$ cat src/logic/dfd_pkg.sv
// constants, field positions and types of the instruction format decoder
// assumes one core clock; opcode values below are a fixed local encoding map
package dfd_pkg;

	// ****************************************
	// word layout
	// ****************************************
	localparam int INSN_W     = 24;
	localparam int OP_LSB     = 16;
	localparam int F_BASE_LSB = 15;
	localparam int F_BYTE     = 14;
	localparam int F_DMODE    = 11;
	localparam int F_DST_LSB  = 7;
	localparam int F_SMODE    = 4;
	localparam int F_SRC_LSB  = 0;
	localparam int F_FDIR     = 13;
	localparam int F_LIT_LSB  = 4;
	localparam int F_BIT_LSB  = 12;
	localparam int F_ACC      = 15;
	localparam int F_SHLIT    = 14;
	localparam int F_XPF_LSB  = 6;
	localparam int F_YPF_LSB  = 2;
	localparam int F_AWB_LSB  = 0;
	localparam int F_W2_LSB   = 16;

	// ****************************************
	// opcodes and opcode groups
	// ****************************************
	localparam logic [7:0] OP_NOP   = 8'h00;
	localparam logic [7:0] OP_IND   = 8'h01;
	localparam logic [7:0] OP_CALL  = 8'h02;
	localparam logic [7:0] OP_GOTO  = 8'h04;
	localparam logic [7:0] OP_RET   = 8'h06;
	localparam logic [7:0] OP_RETI  = 8'h07;
	localparam logic [7:0] OP_DO    = 8'h08;
	localparam logic [7:0] OP_TBLR  = 8'h0A;
	localparam logic [7:0] OP_TBLW  = 8'h0B;
	localparam logic [7:0] OP_BRA   = 8'h37;
	localparam logic [7:0] OP_MOVD  = 8'h9E;
	localparam logic [7:0] OP_SKIP0 = 8'hAE;
	localparam logic [7:0] OP_SKIP1 = 8'hAF;
	localparam logic [3:0] NB_CTRL  = 4'h0;
	localparam logic [3:0] NB_SLIT  = 4'h2;
	localparam logic [3:0] NB_BRC   = 4'h3;
	localparam logic [3:0] NB_BIT   = 4'hA;
	localparam logic [3:0] NB_LITF  = 4'hB;
	localparam logic [3:0] NB_DSP   = 4'hC;
	localparam logic [7:0] W2_HIGH  = 8'h00;

	// ****************************************
	// values
	// ****************************************
	localparam logic [1:0] CYC_1       = 2'h1;
	localparam logic [1:0] CYC_2       = 2'h2;
	localparam logic [1:0] CYC_3       = 2'h3;
	localparam logic [2:0] MODE_LIT    = 3'h3;
	localparam logic [1:0] AWB_DIRECT  = 2'h0;
	localparam logic [1:0] AWB_POSTINC = 2'h1;
	localparam logic [9:0] LIT8_MASK   = 10'h0FF;
	localparam logic [3:0] ADDR_CTRL   = 4'h0;
	localparam logic [3:0] ADDR_SR     = 4'h4;
	localparam logic [3:0] ADDR_DEC    = 4'h8;
	localparam int SR_Z = 4;
	localparam int SR_W = 9;

	typedef enum logic [1:0] {
		W_WORD   = 2'b00,
		W_BYTE   = 2'b01,
		W_DOUBLE = 2'b10
	} dfd_width_t;

	typedef enum logic [2:0] {
		C_NOP     = 3'b000,
		C_DEFAULT_WORKING_REGISTER    = 3'b001,
		C_FILE    = 3'b010,
		C_BIT     = 3'b011,
		C_LIT     = 3'b100,
		C_MAC     = 3'b101,
		C_DSP     = 3'b110,
		C_CTRL    = 3'b111
	} dfd_class_t;

	typedef enum logic {
		ST_FIRST = 1'b0,
		ST_WORD2 = 1'b1
	} dfd_state_t;

endpackage

$ cat src/logic/dfd_decoder.sv
// instruction format decoder: splits 24-bit words into opcode, operands, cycle count
// assumes the fetch path gives one word per I_INSN_VALID plus the prefetched next word
//
// Contract
// RULE1: every single word is 24 bits, 8-bit opcode plus operands.
// RULE2: only three opcodes are two-word forms; all others take one word.
// RULE3: a two-word form spans 48 bits; second word upper eight bits zero.
// RULE4: a lone second word decodes as a no-operation.
// RULE5: one cycle normally; two when condition true or program counter changes.
// RULE6: branch, indirect call/jump, table access, returns take two or three cycles.
// RULE7: a taken skip costs two cycles, three over a two-word instruction.
// RULE8: double-word moves and two-word instructions take two cycles.
// RULE9: file register forms give address and destination, file or register zero.
// RULE10: file register address is a direct address from zero to 0x1FFF.
// RULE11: ten-bit unsigned literal limited to 255 in byte mode, 1023 in word.
// RULE12: 23-bit program address literal has its lowest bit zero.
// RULE13: a 4-bit field selects bit 0 to 15 of the target word.
// RULE14: write-back goes to register 13 or its location with post-increment by 2.
// RULE15: every DSP instruction selects accumulator A or B, always.
// RULE16: five general flags: carry, digit carry, negative, overflow, sticky zero.
// RULE17: four DSP flags: overflow and saturation of each accumulator.
// RULE18: ten-bit signed literal is two's complement, -512 to 511.
// RULE19: three-operand forms: plain first source, moded second source and destination.
// RULE20: bit number comes from a literal or from the base register contents.
// RULE21: literal arithmetic uses its destination only when not the first source.
// RULE22: width is word unless byte or double-word is encoded.
// RULE23: non-multiplying DSP shift amount comes from a register or a literal.
// RULE24: all decode outputs for a word appear together at one stage.
//
// The address map and the address-and-strobe port were decided locally.
`timescale 1ns/100ps
module dfd_decoder
	import dfd_pkg::*;
(
	input  wire logic        I_CLK,
	input  wire logic        I_RST_B,
	input  wire logic        I_INSN_VALID,
	input  wire logic [23:0] I_INSN,
	input  wire logic [23:0] I_NEXT_INSN,
	input  wire logic        I_COND_TRUE,
	input  wire logic [8:0]  I_SR_MASK,
	input  wire logic [8:0]  I_SR_VAL,
	input  wire logic [3:0]  I_ADDR,
	input  wire logic [31:0] I_WDATA,
	input  wire logic        I_WR,
	input  wire logic        I_RD,
	output logic             O_DEC_VALID,
	output logic [7:0]       O_OPCODE,
	output logic [2:0]       O_CLASS,
	output logic             O_TWO_WORD,
	output logic [1:0]       O_CYCLES,
	output logic [1:0]       O_WIDTH,
	output logic [3:0]       O_BASE_REG,
	output logic [3:0]       O_SRC_REG,
	output logic [2:0]       O_SRC_MODE,
	output logic [3:0]       O_DST_REG,
	output logic [2:0]       O_DST_MODE,
	output logic             O_DST_USED,
	output logic [12:0]      O_FILE_ADDR,
	output logic             O_DST_IS_WREG0,
	output logic [9:0]       O_ULIT10,
	output logic [15:0]      O_SLIT16,
	output logic [22:0]      O_PROG_ADDR,
	output logic [3:0]       O_BIT_POS,
	output logic             O_BIT_INDIRECT,
	output logic             O_ACC_B,
	output logic             O_AWB_EN,
	output logic             O_AWB_POSTINC,
	output logic             O_SHIFT_LIT,
	output logic [5:0]       O_SHIFT_AMT,
	output logic [3:0]       O_XPF,
	output logic [3:0]       O_YPF,
	output logic             O_FMT_ERR,
	output logic [8:0]       O_SR,
	output logic [31:0]      O_RDATA
);

	// ****************************************
	// helpers
	// ****************************************
	function automatic logic is_two_word(input logic [7:0] op);
		is_two_word = (op == OP_CALL) || (op == OP_GOTO) || (op == OP_DO); // RULE2
	endfunction

	dfd_state_t  state_q;
	dfd_state_t  state_d;
	logic [23:0] word1_q;
	logic        en_q;
	logic [8:0]  sr_q;
	logic [7:0]  op;
	logic [3:0]  nib;
	logic [23:0] w;
	logic        take;
	logic        dv_d;
	dfd_class_t  cls_d;
	dfd_width_t  wid_d;
	logic        two_d;
	logic [1:0]  cyc_d;
	logic        dused_d;
	logic        dwreg_d;
	logic [9:0]  ulit_d;
	logic [15:0] slit_d;
	logic [22:0] pa_d;
	logic        bind_d;
	logic        awben_d;
	logic        awbinc_d;
	logic        shlit_d;
	logic [5:0]  sham_d;
	logic        err_d;

	// ****************************************
	// word sequencing
	// ****************************************
	assign w    = (state_q == ST_WORD2) ? word1_q : I_INSN;
	assign op   = w[INSN_W-1:OP_LSB]; // RULE1
	assign nib  = op[7:4];
	assign take = I_INSN_VALID && en_q;

	always_comb begin
		state_d = state_q;
		if (take) begin
			unique case (state_q)
				ST_FIRST: begin
					if (is_two_word(op))
						state_d = ST_WORD2;
				end
				ST_WORD2: begin
					state_d = ST_FIRST;
				end
			endcase
		end
	end

	always_ff @(posedge I_CLK or negedge I_RST_B) begin
		if (!I_RST_B) begin
			state_q <= ST_FIRST;
			word1_q <= 24'h00_0000;
		end else begin
			state_q <= state_d;
			if (take && state_q == ST_FIRST)
				word1_q <= I_INSN;
		end
	end

	// ****************************************
	// decode
	// ****************************************
	always_comb begin
		dv_d     = take && !(state_q == ST_FIRST && is_two_word(op));
		cls_d    = C_NOP;
		wid_d    = W_WORD; // RULE22
		two_d    = 1'b0;
		cyc_d    = CYC_1; // RULE5
		dused_d  = 1'b1;
		dwreg_d  = 1'b0;
		ulit_d   = w[F_LIT_LSB +: 10];
		slit_d   = {{6{w[F_LIT_LSB+9]}}, w[F_LIT_LSB +: 10]}; // RULE18
		pa_d     = 23'h00_0000;
		bind_d   = 1'b0;
		awben_d  = 1'b0;
		awbinc_d = 1'b0;
		shlit_d  = w[F_SHLIT];
		sham_d   = w[5:0];
		err_d    = 1'b0;
		if (w[F_BYTE] && nib != NB_DSP && nib != NB_CTRL && nib != NB_BRC)
			wid_d = W_BYTE; // RULE22
		unique case (nib)
			NB_CTRL: begin
				cls_d = (op == OP_NOP) ? C_NOP : C_CTRL; // RULE4
				wid_d = W_WORD;
				if (is_two_word(op)) begin
					two_d = 1'b1;
					cyc_d = CYC_2; // RULE8
					pa_d  = {I_INSN[6:0], w[15:1], 1'b0}; // RULE12
					err_d = (I_INSN[INSN_W-1:F_W2_LSB] != W2_HIGH) || w[0]; // RULE3
				end else if (op == OP_RET || op == OP_RETI) begin
					cyc_d = CYC_3; // RULE6
				end else if (op == OP_IND || op == OP_TBLR || op == OP_TBLW) begin
					cyc_d = CYC_2; // RULE6
				end
			end
			NB_BRC: begin
				cls_d = C_CTRL;
				wid_d = W_WORD;
				slit_d = w[15:0];
				if (op == OP_BRA || I_COND_TRUE)
					cyc_d = CYC_2; // RULE5 RULE6
			end
			NB_SLIT: begin
				cls_d = C_LIT;
				if (w[F_BYTE])
					ulit_d = w[F_LIT_LSB +: 10] & LIT8_MASK; // RULE11
			end
			NB_BIT: begin
				cls_d  = C_BIT;
				wid_d  = W_WORD;
				bind_d = op[0]; // RULE20
				if ((op == OP_SKIP0 || op == OP_SKIP1) && I_COND_TRUE)
					cyc_d = is_two_word(I_NEXT_INSN[INSN_W-1:OP_LSB]) ? CYC_3 : CYC_2; // RULE7
			end
			NB_LITF: begin
				if (op[3]) begin
					cls_d   = C_FILE;
					dwreg_d = !w[F_FDIR]; // RULE9
				end else begin
					cls_d   = C_LIT;
					dused_d = 1'b0; // RULE21
					if (w[F_BYTE]) begin
						ulit_d = w[F_LIT_LSB +: 10] & LIT8_MASK; // RULE11
						err_d  = (w[F_LIT_LSB +: 10] & ~LIT8_MASK) != 10'h000;
					end
				end
			end
			NB_DSP: begin
				wid_d = W_WORD;
				if (op[3]) begin
					cls_d = C_DSP;
					if (!w[F_SHLIT])
						sham_d = {2'b00, w[3:0]}; // RULE23
				end else begin
					cls_d    = C_MAC;
					awben_d  = (w[F_AWB_LSB +: 2] == AWB_DIRECT) || (w[F_AWB_LSB +: 2] == AWB_POSTINC); // RULE14
					awbinc_d = (w[F_AWB_LSB +: 2] == AWB_POSTINC);
				end
			end
			default: begin
				cls_d = C_DEFAULT_WORKING_REGISTER; // RULE19
				if (op == OP_MOVD) begin
					wid_d = W_DOUBLE;
					cyc_d = CYC_2; // RULE8
				end
				if (w[F_SMODE +: 3] == MODE_LIT) begin
					ulit_d  = {5'b00000, w[4:0]};
					dused_d = w[F_DST_LSB +: 4] != w[F_BASE_LSB +: 4]; // RULE21
				end
			end
		endcase
	end

	// ****************************************
	// decode output stage
	// ****************************************
	always_ff @(posedge I_CLK or negedge I_RST_B) begin
		if (!I_RST_B) begin
			O_DEC_VALID    <= 1'b0;
			O_OPCODE       <= OP_NOP;
			O_CLASS        <= C_NOP;
			O_TWO_WORD     <= 1'b0;
			O_CYCLES       <= CYC_1;
			O_WIDTH        <= W_WORD;
			O_BASE_REG     <= 4'h0;
			O_SRC_REG      <= 4'h0;
			O_SRC_MODE     <= 3'h0;
			O_DST_REG      <= 4'h0;
			O_DST_MODE     <= 3'h0;
			O_DST_USED     <= 1'b0;
			O_FILE_ADDR    <= 13'h0000;
			O_DST_IS_WREG0 <= 1'b0;
			O_ULIT10       <= 10'h000;
			O_SLIT16       <= 16'h0000;
			O_PROG_ADDR    <= 23'h00_0000;
			O_BIT_POS      <= 4'h0;
			O_BIT_INDIRECT <= 1'b0;
			O_ACC_B        <= 1'b0;
			O_AWB_EN       <= 1'b0;
			O_AWB_POSTINC  <= 1'b0;
			O_SHIFT_LIT    <= 1'b0;
			O_SHIFT_AMT    <= 6'h00;
			O_XPF          <= 4'h0;
			O_YPF          <= 4'h0;
			O_FMT_ERR      <= 1'b0;
		end else begin
			O_DEC_VALID <= dv_d; // RULE24
			if (dv_d) begin
				O_OPCODE       <= op;
				O_CLASS        <= cls_d;
				O_TWO_WORD     <= two_d;
				O_CYCLES       <= cyc_d;
				O_WIDTH        <= wid_d;
				O_BASE_REG     <= w[F_BASE_LSB +: 4];
				O_SRC_REG      <= w[F_SRC_LSB +: 4];
				O_SRC_MODE     <= w[F_SMODE +: 3];
				O_DST_REG      <= w[F_DST_LSB +: 4];
				O_DST_MODE     <= w[F_DMODE +: 3];
				O_DST_USED     <= dused_d;
				O_FILE_ADDR    <= w[12:0]; // RULE10
				O_DST_IS_WREG0 <= dwreg_d;
				O_ULIT10       <= ulit_d;
				O_SLIT16       <= slit_d;
				O_PROG_ADDR    <= pa_d;
				O_BIT_POS      <= w[F_BIT_LSB +: 4]; // RULE13
				O_BIT_INDIRECT <= bind_d;
				O_ACC_B        <= w[F_ACC]; // RULE15
				O_AWB_EN       <= awben_d;
				O_AWB_POSTINC  <= awbinc_d;
				O_SHIFT_LIT    <= shlit_d;
				O_SHIFT_AMT    <= sham_d;
				O_XPF          <= w[F_XPF_LSB +: 4];
				O_YPF          <= w[F_YPF_LSB +: 4];
				O_FMT_ERR      <= err_d;
			end
		end
	end

	// ****************************************
	// status flags
	// ****************************************
	// hardware updates win over a software write in the same cycle
	always_ff @(posedge I_CLK or negedge I_RST_B) begin
		if (!I_RST_B) begin
			sr_q <= 9'h000;
		end else begin
			for (int i = 0; i < SR_W; i++) begin
				if (I_SR_MASK[i])
					sr_q[i] <= (i == SR_Z) ? (sr_q[i] & I_SR_VAL[i]) : I_SR_VAL[i]; // RULE16 RULE17
				else if (I_WR && I_ADDR == ADDR_SR)
					sr_q[i] <= I_WDATA[i];
			end
		end
	end

	always_ff @(posedge I_CLK or negedge I_RST_B) begin
		if (!I_RST_B) begin
			O_SR <= 9'h000;
		end else begin
			O_SR <= sr_q;
		end
	end

	// ****************************************
	// register port
	// ****************************************
	always_ff @(posedge I_CLK or negedge I_RST_B) begin
		if (!I_RST_B) begin
			en_q <= 1'b1;
		end else if (I_WR && I_ADDR == ADDR_CTRL) begin
			en_q <= I_WDATA[0];
		end
	end

	always_ff @(posedge I_CLK or negedge I_RST_B) begin
		if (!I_RST_B) begin
			O_RDATA <= 32'h0000_0000;
		end else if (I_RD) begin
			unique case (I_ADDR)
				ADDR_CTRL: O_RDATA <= {31'h0000_0000, en_q};
				ADDR_SR:   O_RDATA <= {23'h00_0000, sr_q};
				ADDR_DEC:  O_RDATA <= {16'h0000, O_FMT_ERR, state_q, O_CYCLES, O_CLASS, O_TWO_WORD, O_OPCODE};
				default:   O_RDATA <= 32'h0000_0000;
			endcase
		end else begin
			O_RDATA <= 32'h0000_0000;
		end
	end

endmodule

$ cat config.mk
export PLATFORM = sky130hd
export DESIGN_NAME = dfd_decoder
export DESIGN_NICKNAME = d
export VERILOG_FILES = /design/src/logic/dfd_pkg.sv /design/src/logic/dfd_decoder.sv
export SDC_FILE = /design/constraint.sdc
export NUM_CORES = 1
export LEC_CHECK = 0
export ABC_CLOCK_PERIOD_IN_PS = 5400
export BUFFER_PORTS_ARGS = -buffer_cell sky130_fd_sc_hd__buf_2
export CELL_PAD_IN_SITES_DETAIL_PLACEMENT = 0
export CELL_PAD_IN_SITES_GLOBAL_PLACEMENT = 1
export CORE_AREA = 2 2 103 180
export DETAILED_ROUTE_END_ITERATION = 7
export DIE_AREA = 0 0 105 182
export PLACE_DENSITY_LB_ADDON = 0.12
export RECOVER_POWER = 50
export SLEW_MARGIN = 15
export SYNTH_ARGS = -nofsm -noshare
export SYNTH_HDL_FRONTEND = slang
export SYNTH_SLANG_ARGS = --single-unit
$ cat constraint.sdc
create_clock -name I_CLK -period 5.4 [get_ports I_CLK]
set_clock_uncertainty 0.05 [all_clocks]
set_input_delay 1.08 -clock I_CLK [delete_from_list [all_inputs] [get_ports I_CLK]]
set_output_delay 1.08 -clock I_CLK [all_outputs]
set_load 0.02 [all_outputs]
==> metrics.csv, run 1 <==
stage,metric,value,unit
status,outcome,finished with violations,
status,violations,"max-capacitance violations, max-slew violations",
setup_path,arrival,3.75,ns
setup_path,cp.depth,7,
timing,rsz0062_at_grt,no,
placed_design,pre_cts_ws,1.85,ns
yosys,ys_ff_latch,148,
placed_design,portBuffers,215,
setup_path,cp-start-kind,flip-flop,
placed_design,dp_hpwl,14500,µm
clocking,cts_setup_buffers,0,
floorplan,start_util,39.2,%
setup_path,r2r_cells,7,
final_layout,diodes,0,
floorplan,io_pins,272,
timing,post-route-min-period,3.48,ns
setup_path,path_buf_inv,2,
clocking,clock_sinks,148,
timing,relSlewSlack,-79.7,%
final_layout,nets,907,
clocking,htree_levels,4,
clocking,numCtsBuffers,17,
pwr,p_per_area,488,mW/mm²
pwr,vdd_drop_max,0.281,mV
final_layout,layoutNonFillerInstCount,1046,
setup_path,cp_top_family,buffers and inverters,
setup_path,worstPathMaxFanout,58,
clocking,path_clk_slew,0.07,ns
floorplan,die_y,182,µm
yosys,postSynthCellCount,624,
final_layout,final_cell_mix,"dfrtp_1, buf_2, clkbuf_1, nand2_1, o21ai_0",
timing,maxSlewViolCount,107,
yosys,synth_area_leader_cell,dfrtp_1,
yosys,yosysWarningCount,0,
routing,drtIter0Drc,214,
timing,report.final.hold_viol_count,0,
timing,worst_pin_slew,2.70,ns
grt,grt_pass1_wl,29900,µm
floorplan,core_area,0.0177,mm²
floorplan,core.rowCount,65,
floorplan,die_area,0.0191,mm²
timing,clock.fmax,0.287,GHz
setup_path,cp-end-kind,flip-flop,
setup_path,cp_slowest_cell,dfrtp_2,
routing,wire_per_inst,18.7,µm
grt,grt_usage,20.5,%
routing,vias,5384,
floorplan,die_x,105,µm
pwr,cellLeakagePower,3.85,nW
final_layout,area_delta_synth_final,19.6,%
grt,grt_pass1_vias,5230,
placed_design,gp_congestion,0.887,
routing,antenna_left,0,
final_layout,drive_gt1_share,27.0,%
min_path,holdCritPathClass,reg2reg,
timing,setup_slack,1.92,ns
yosys,synth_top_area_share,52.6,%
setup_path,slowest_delay,0.78,ns
min_path,whs_path_depth,0,
yosys,yosysUniqueCellTypes,61,
timing,post-route-period-util,64.5,%
run,drv_cap,1,
timing,setup_viol,0,
grt,grt_start_max_net_pins,107,
setup_path,required,5.67,ns
timing,tns,0,ns
yosys,synth_edf_count,0,
yosys,synth-main-ff-cell,dfrtp_1,
placed_design,dp.cells,1014,
yosys,syn-cell-area,0.00695,mm²
routing,route.detailed.drc,0,
clocking,cts_root_buffer,clkbuf_16,
yosys,yosysSeqAreaShare,53.4,%
clocking,ctsResizeCount,0,
routing,dr.pass1.iters,4,
routing,drt-total-wl,19600,µm
clocking,insertion_delay,0.43,ns
grt,grt_overflow,0,
clocking,cts_tree,built,
setup_path,path_cells,buf_4 > mux2_2 > nor3_2 > a21oi_2 > o41ai_4 > buf_4 > mux2_2,
yosys,asyncSetResetFlopFracSynth,100,%
clocking,cts_buffer_depth,2,
yosys,syn_area_per_cell,11.1,µm²
setup_path,path_class,reg2reg,
final_layout,final_common_cell,dfrtp_1,
yosys,yosys-top-cells-area,"dfrtp_1, mux2_2, buf_4",
clocking,hold_buffers,0,
routing,via_per_inst,5.15,
final_layout,fillers,1792,
grt,grt_antenna_before_repair,0,
## through the flow
| stage | power, mW | cell area [µm²] | hold WS (ns) | utilization, % |
|---|---|---|---|---|
| after global placement | 2.95 | 7860 | 0.336 | 44.3 |
| final | 4.06 | 8310 | 0.358 | 46.8 |
| after CTS | 4.15 | 8440 | 0.352 | 47.6 |
| after floorplan | 2.61 | 7010 | 0.318 | - |
| after global routing | 4.27 | 8310 | 0.370 | 46.8 |
| after detailed placement | 2.98 | 7860 | 0.343 | 44.3 |
## routing by layer
metal / up-vias / GRT usage, % / wire length [µm]
met5: - / 0 / 0
met4: 0 / 9.28 / 554
met3: 33 / 3.63 / 1030
met2: 214 / 38.0 / 10800
met1: 2612 / 22.5 / 7210
li1: 2525 / - / -
## power breakdown
group | leakage (nW) | total, mW | internal, mW | switching (mW)
sequential | 1.90 | 1.66 | 1.42 | 0.236
clock | 0.285 | 1.15 | 0.627 | 0.526
combinational | 1.67 | 1.24 | 0.408 | 0.835
total | 3.85 | 4.06 | 2.46 | 1.60
## synthesized netlist by cell type (all sizes together) (7+ instances only)
cell,n
a21oi,9
a22o,9
a22oi,9
and3,9
buf,74
clkbuf,7
dfrtp,146
mux2,43
mux2i,30
nand2,90
nand3,8
nor2,23
nor3,7
o21ai,62
o31ai,21
## area by class of cell
cell class	count	area [µm²]	share of cell area, %
Multi-Input combinational cell	405	2690	32.4
Clock buffer	18	439	5.29
Clock inverter	14	138	1.66
Sequential cell	148	3710	44.6
Inverter	6	22.5	0.271
Timing Repair Buffer	221	1010	12.2
Tap cell	234	293	3.53
## worst reg2reg max path, stage by stage, from the launching register on
cell     delay, ns
dfrtp_2       0.78
buf_4         0.45
mux2_2        0.46
nor3_2        0.14
a21oi_2       0.09
o41ai_4       0.46
buf_4         0.52
mux2_2        0.44
## logic make-up after synthesis
kind of cell / Yosys count / synth area share [%]
and+or+nand+nor: 163 / 11.1
AOI/OAI and AO/OA: 144 / 14.1
DFF: 148 / 53.4
other: 1 / 0.0540
xor gates and xnor gates: 7 / 0.883
muxes: 73 / 11.6
buffers and inverters: 87 / 8.81
adders and majority gates: 1 / 0.144
## registers in the layout, indices dropped and copies added (netlist names), 8 cells and up
| register | flops |
|---|---|
| word1_q | 24 |
| O_ULIT10 | 10 |
| sr_q | 9 |
| O_SR | 9 |
| O_OPCODE | 8 |
| O_SLIT16 | 16 |
| O_RDATA | 16 |
| O_PROG_ADDR | 22 |
## worst paths after layout
kind | start | endpoint | slack (ns)
max | state_q | O_DST_REG[0] | 1.92
min | sr_q[2] | O_SR[2] | 0.36
max reg2reg | state_q | O_DST_REG[0] | 1.92
min reg2reg | sr_q[2] | O_SR[2] | 0.36
max in group asynchronous | I_RST_B | state_q | 2.08
min in group asynchronous | I_RST_B | sr_q[0] | 1.40
(Power assumes the default switching activity.)
==> run 2, diff against run 1 <==
ABC_CLOCK_PERIOD_IN_PS = 3200   (was 5400)
CORE_AREA = 2 2 113 197   (was 2 2 103 180)
DIE_AREA = 0 0 115 199   (was 0 0 105 182)
clock period = 3.2 ns   (was 5.4 ns; I/O delays follow)
==> run 2 against run 1 <==
  * The flow still finishes with violations (max-capacitance violations, max-slew violations)
  * Global-route usage shrank 1.8 points
  * Routed wire length grew 7.3%
  * Critical path type unchanged
  * Maximum frequency is 21% higher
  * Combinational power up 77%
  * First-iteration DRC count up 13%
  * Sequential cell count unchanged
  * Clock-buffer cell count rose by 6
  * Clock power is 78% higher
==> metrics.csv, run 2 (synthesized netlist as in run 1, its figures left out) <==
stage,metric,value,unit
setup_path,cp-end-kind,flip-flop,
final_layout,largest_reg_flops,24,
final_layout,final_cell_mix,"buf_2, dfrtp_1, nand2_1, clkbuf_1, o21ai_0",
final_layout,diodes,0,
grt,grt_pass1_vias,5408,
setup_path,path_class,reg2reg,
placed_design,dp_hpwl,15900,µm
timing,rsz0062_at_grt,no,
placed_design,gp_congestion,0.821,
clocking,numCtsBuffers,17,
floorplan,die_x,115,µm
final_layout,final_common_cell,buf_2,
clocking,ctsResizeCount,0,
clocking,path_clk_slew,0.06,ns
clocking,insertion_delay,0.43,ns
pwr,vdd_drop_max,0.495,mV
routing,vias,5424,
clocking,cts_buffer_depth,2,
timing,hold_ws,0.359,ns
timing,worst_pin_slew,1.95,ns
clocking,htree_levels,4,
floorplan,core.rowCount,71,
timing,maxSlewViolCount,73,
floorplan,die_y,199,µm
grt,grt_pass1_wl,31600,µm
timing,clock.fmax,0.348,GHz
routing,dr.pass1.iters,4,
routing,route.detailed.drc,0,
timing,post-route-min-period,2.88,ns
run,drv_cap,1,
min_path,whs_path_depth,0,
timing,post-route-period-util,89.9,%
setup_path,reg2reg_to,O_SLIT16[11],
grt,grt_start_max_net_pins,74,
setup_path,worstPathMaxFanout,48,
setup_path,required,3.41,ns
routing,met1_length,7770,µm
pwr,p_per_area,818,mW/mm²
min_path,min_to,O_SR[1],
setup_path,cp-start-kind,flip-flop,
routing,drtIter0Drc,242,
routing,drt-total-wl,21000,µm
routing,met3WireLength,1030,µm
min_path,holdCritPathClass,reg2reg,
grt,grt_usage,18.7,%
floorplan,die_area,0.0229,mm²
routing,top_layer_used,met4,
status,outcome,finished with violations,
clocking,clock_sinks,148,
clocking,cts_tree,built,
timing,tns,0,ns
floorplan,core_area,0.0213,mm²
setup_path,r2r_cells,8,
final_layout,finalInstanceArea,0.00863,mm²
pwr,cellLeakagePower,4.13,nW
final_layout,top_register,word1_q,
grt,grt_antenna_before_repair,0,
final_layout,drive_gt1_share,33.5,%
clocking,hold_buffers,0,
routing,antenna_left,0,
clocking,cts_root_buffer,clkbuf_16,
placed_design,portBuffers,215,
routing,via_per_inst,4.98,
final_layout,reg.largest.list,"word1_q x24, O_PROG_ADDR x22",
setup_path,arrival,3.08,ns
floorplan,start_util,32.6,%
clocking,cts_setup_buffers,0,
setup_path,r2r_slack,0.32,ns
final_layout,nets,929,
placed_design,dp.cells,1057,
timing,setup_viol,0,
min_path,hp-start,sr_q[1],
placed_design,dpl_cell_area,0.00811,mm²
timing,report.final.hold_viol_count,0,
floorplan,io_pins,272,
timing,relSlewSlack,-29.9,%
status,violations,"max-capacitance violations, max-slew violations",
setup_path,worstReg2RegStart,state_q,
routing,wire_per_inst,19.3,µm
routing,wl_met2,11600,µm
grt,grt_overflow,0,
final_layout,area_delta_synth_final,24.2,%
final_layout,layoutNonFillerInstCount,1089,
pwr,fin_total_pwr,7.06,mW
final_layout,fillers,2168,
## run 2: cell count changes in the layout (fill, tap and decap cells not counted), sizes merged
| cell | change |
|---|---|
| buf | +63 |
| clkbuf | -35 |
| inv | -10 |
| bufinv | +3 |
| clkinvlp | +1 |
## run 2: final cells by class
type                            instances  area (µm²)  share of cell area, %
Tap cell                              255         319                   3.70
Multi-Input combinational cell        405        2690                   31.2
Clock buffer                           24         482                   5.58
Sequential cell                       148        3710                   43.0
Clock inverter                          8         124                   1.44
Inverter                                6        22.5                  0.261
Timing Repair Buffer                  243        1280                   14.8
## run 2: critical path, stage by stage (launching register included)
cell	delay [ns]
dfrtp_2	0.63
buf_12	0.23
mux2i_2	0.36
xnor2_1	0.18
a21oi_2	0.12
o41ai_4	0.42
buf_12	0.27
buf_12	0.24
o311ai_0	0.17
## run 2: where the power goes
group	total, mW	switching (mW)	internal (mW)
sequential	2.80	0.397	2.40
combinational	2.20	1.43	0.779
clock	2.05	0.765	1.29
## run 2: metal layers
layer | global-route usage [%] | vias to the layer above
li1 | - | 2561
met5 | 0 | -
met1 | 19.8 | 2635
met3 | 3.81 | 33
met4 | 8.08 | 0
met2 | 35.0 | 195
## run 2: worst max-delay path by stage
stage | endpoint | startpoint | slack, ns
global route | O_PROG_ADDR[10] | I_RST_B | 0.12
floorplan | O_DST_REG[0] | I_INSN[19] | 0.70
global placement | O_SLIT16[11] | state_q | 0.35
detailed placement | O_SLIT16[11] | state_q | 0.32
CTS | O_SLIT16[11] | state_q | 0.30
finish | O_SLIT16[11] | state_q | 0.32
## run 2: metrics by stage
| step | util (%) | worst slack [ns] |
|---|---|---|
| detailed placement | 38.1 | 0.319 |
| global route | 40.5 | 0.124 |
| global placement | 38.1 | 0.347 |
| finish | 40.5 | 0.323 |
| floorplan | - | 0.696 |
| CTS | 40.9 | 0.301 |
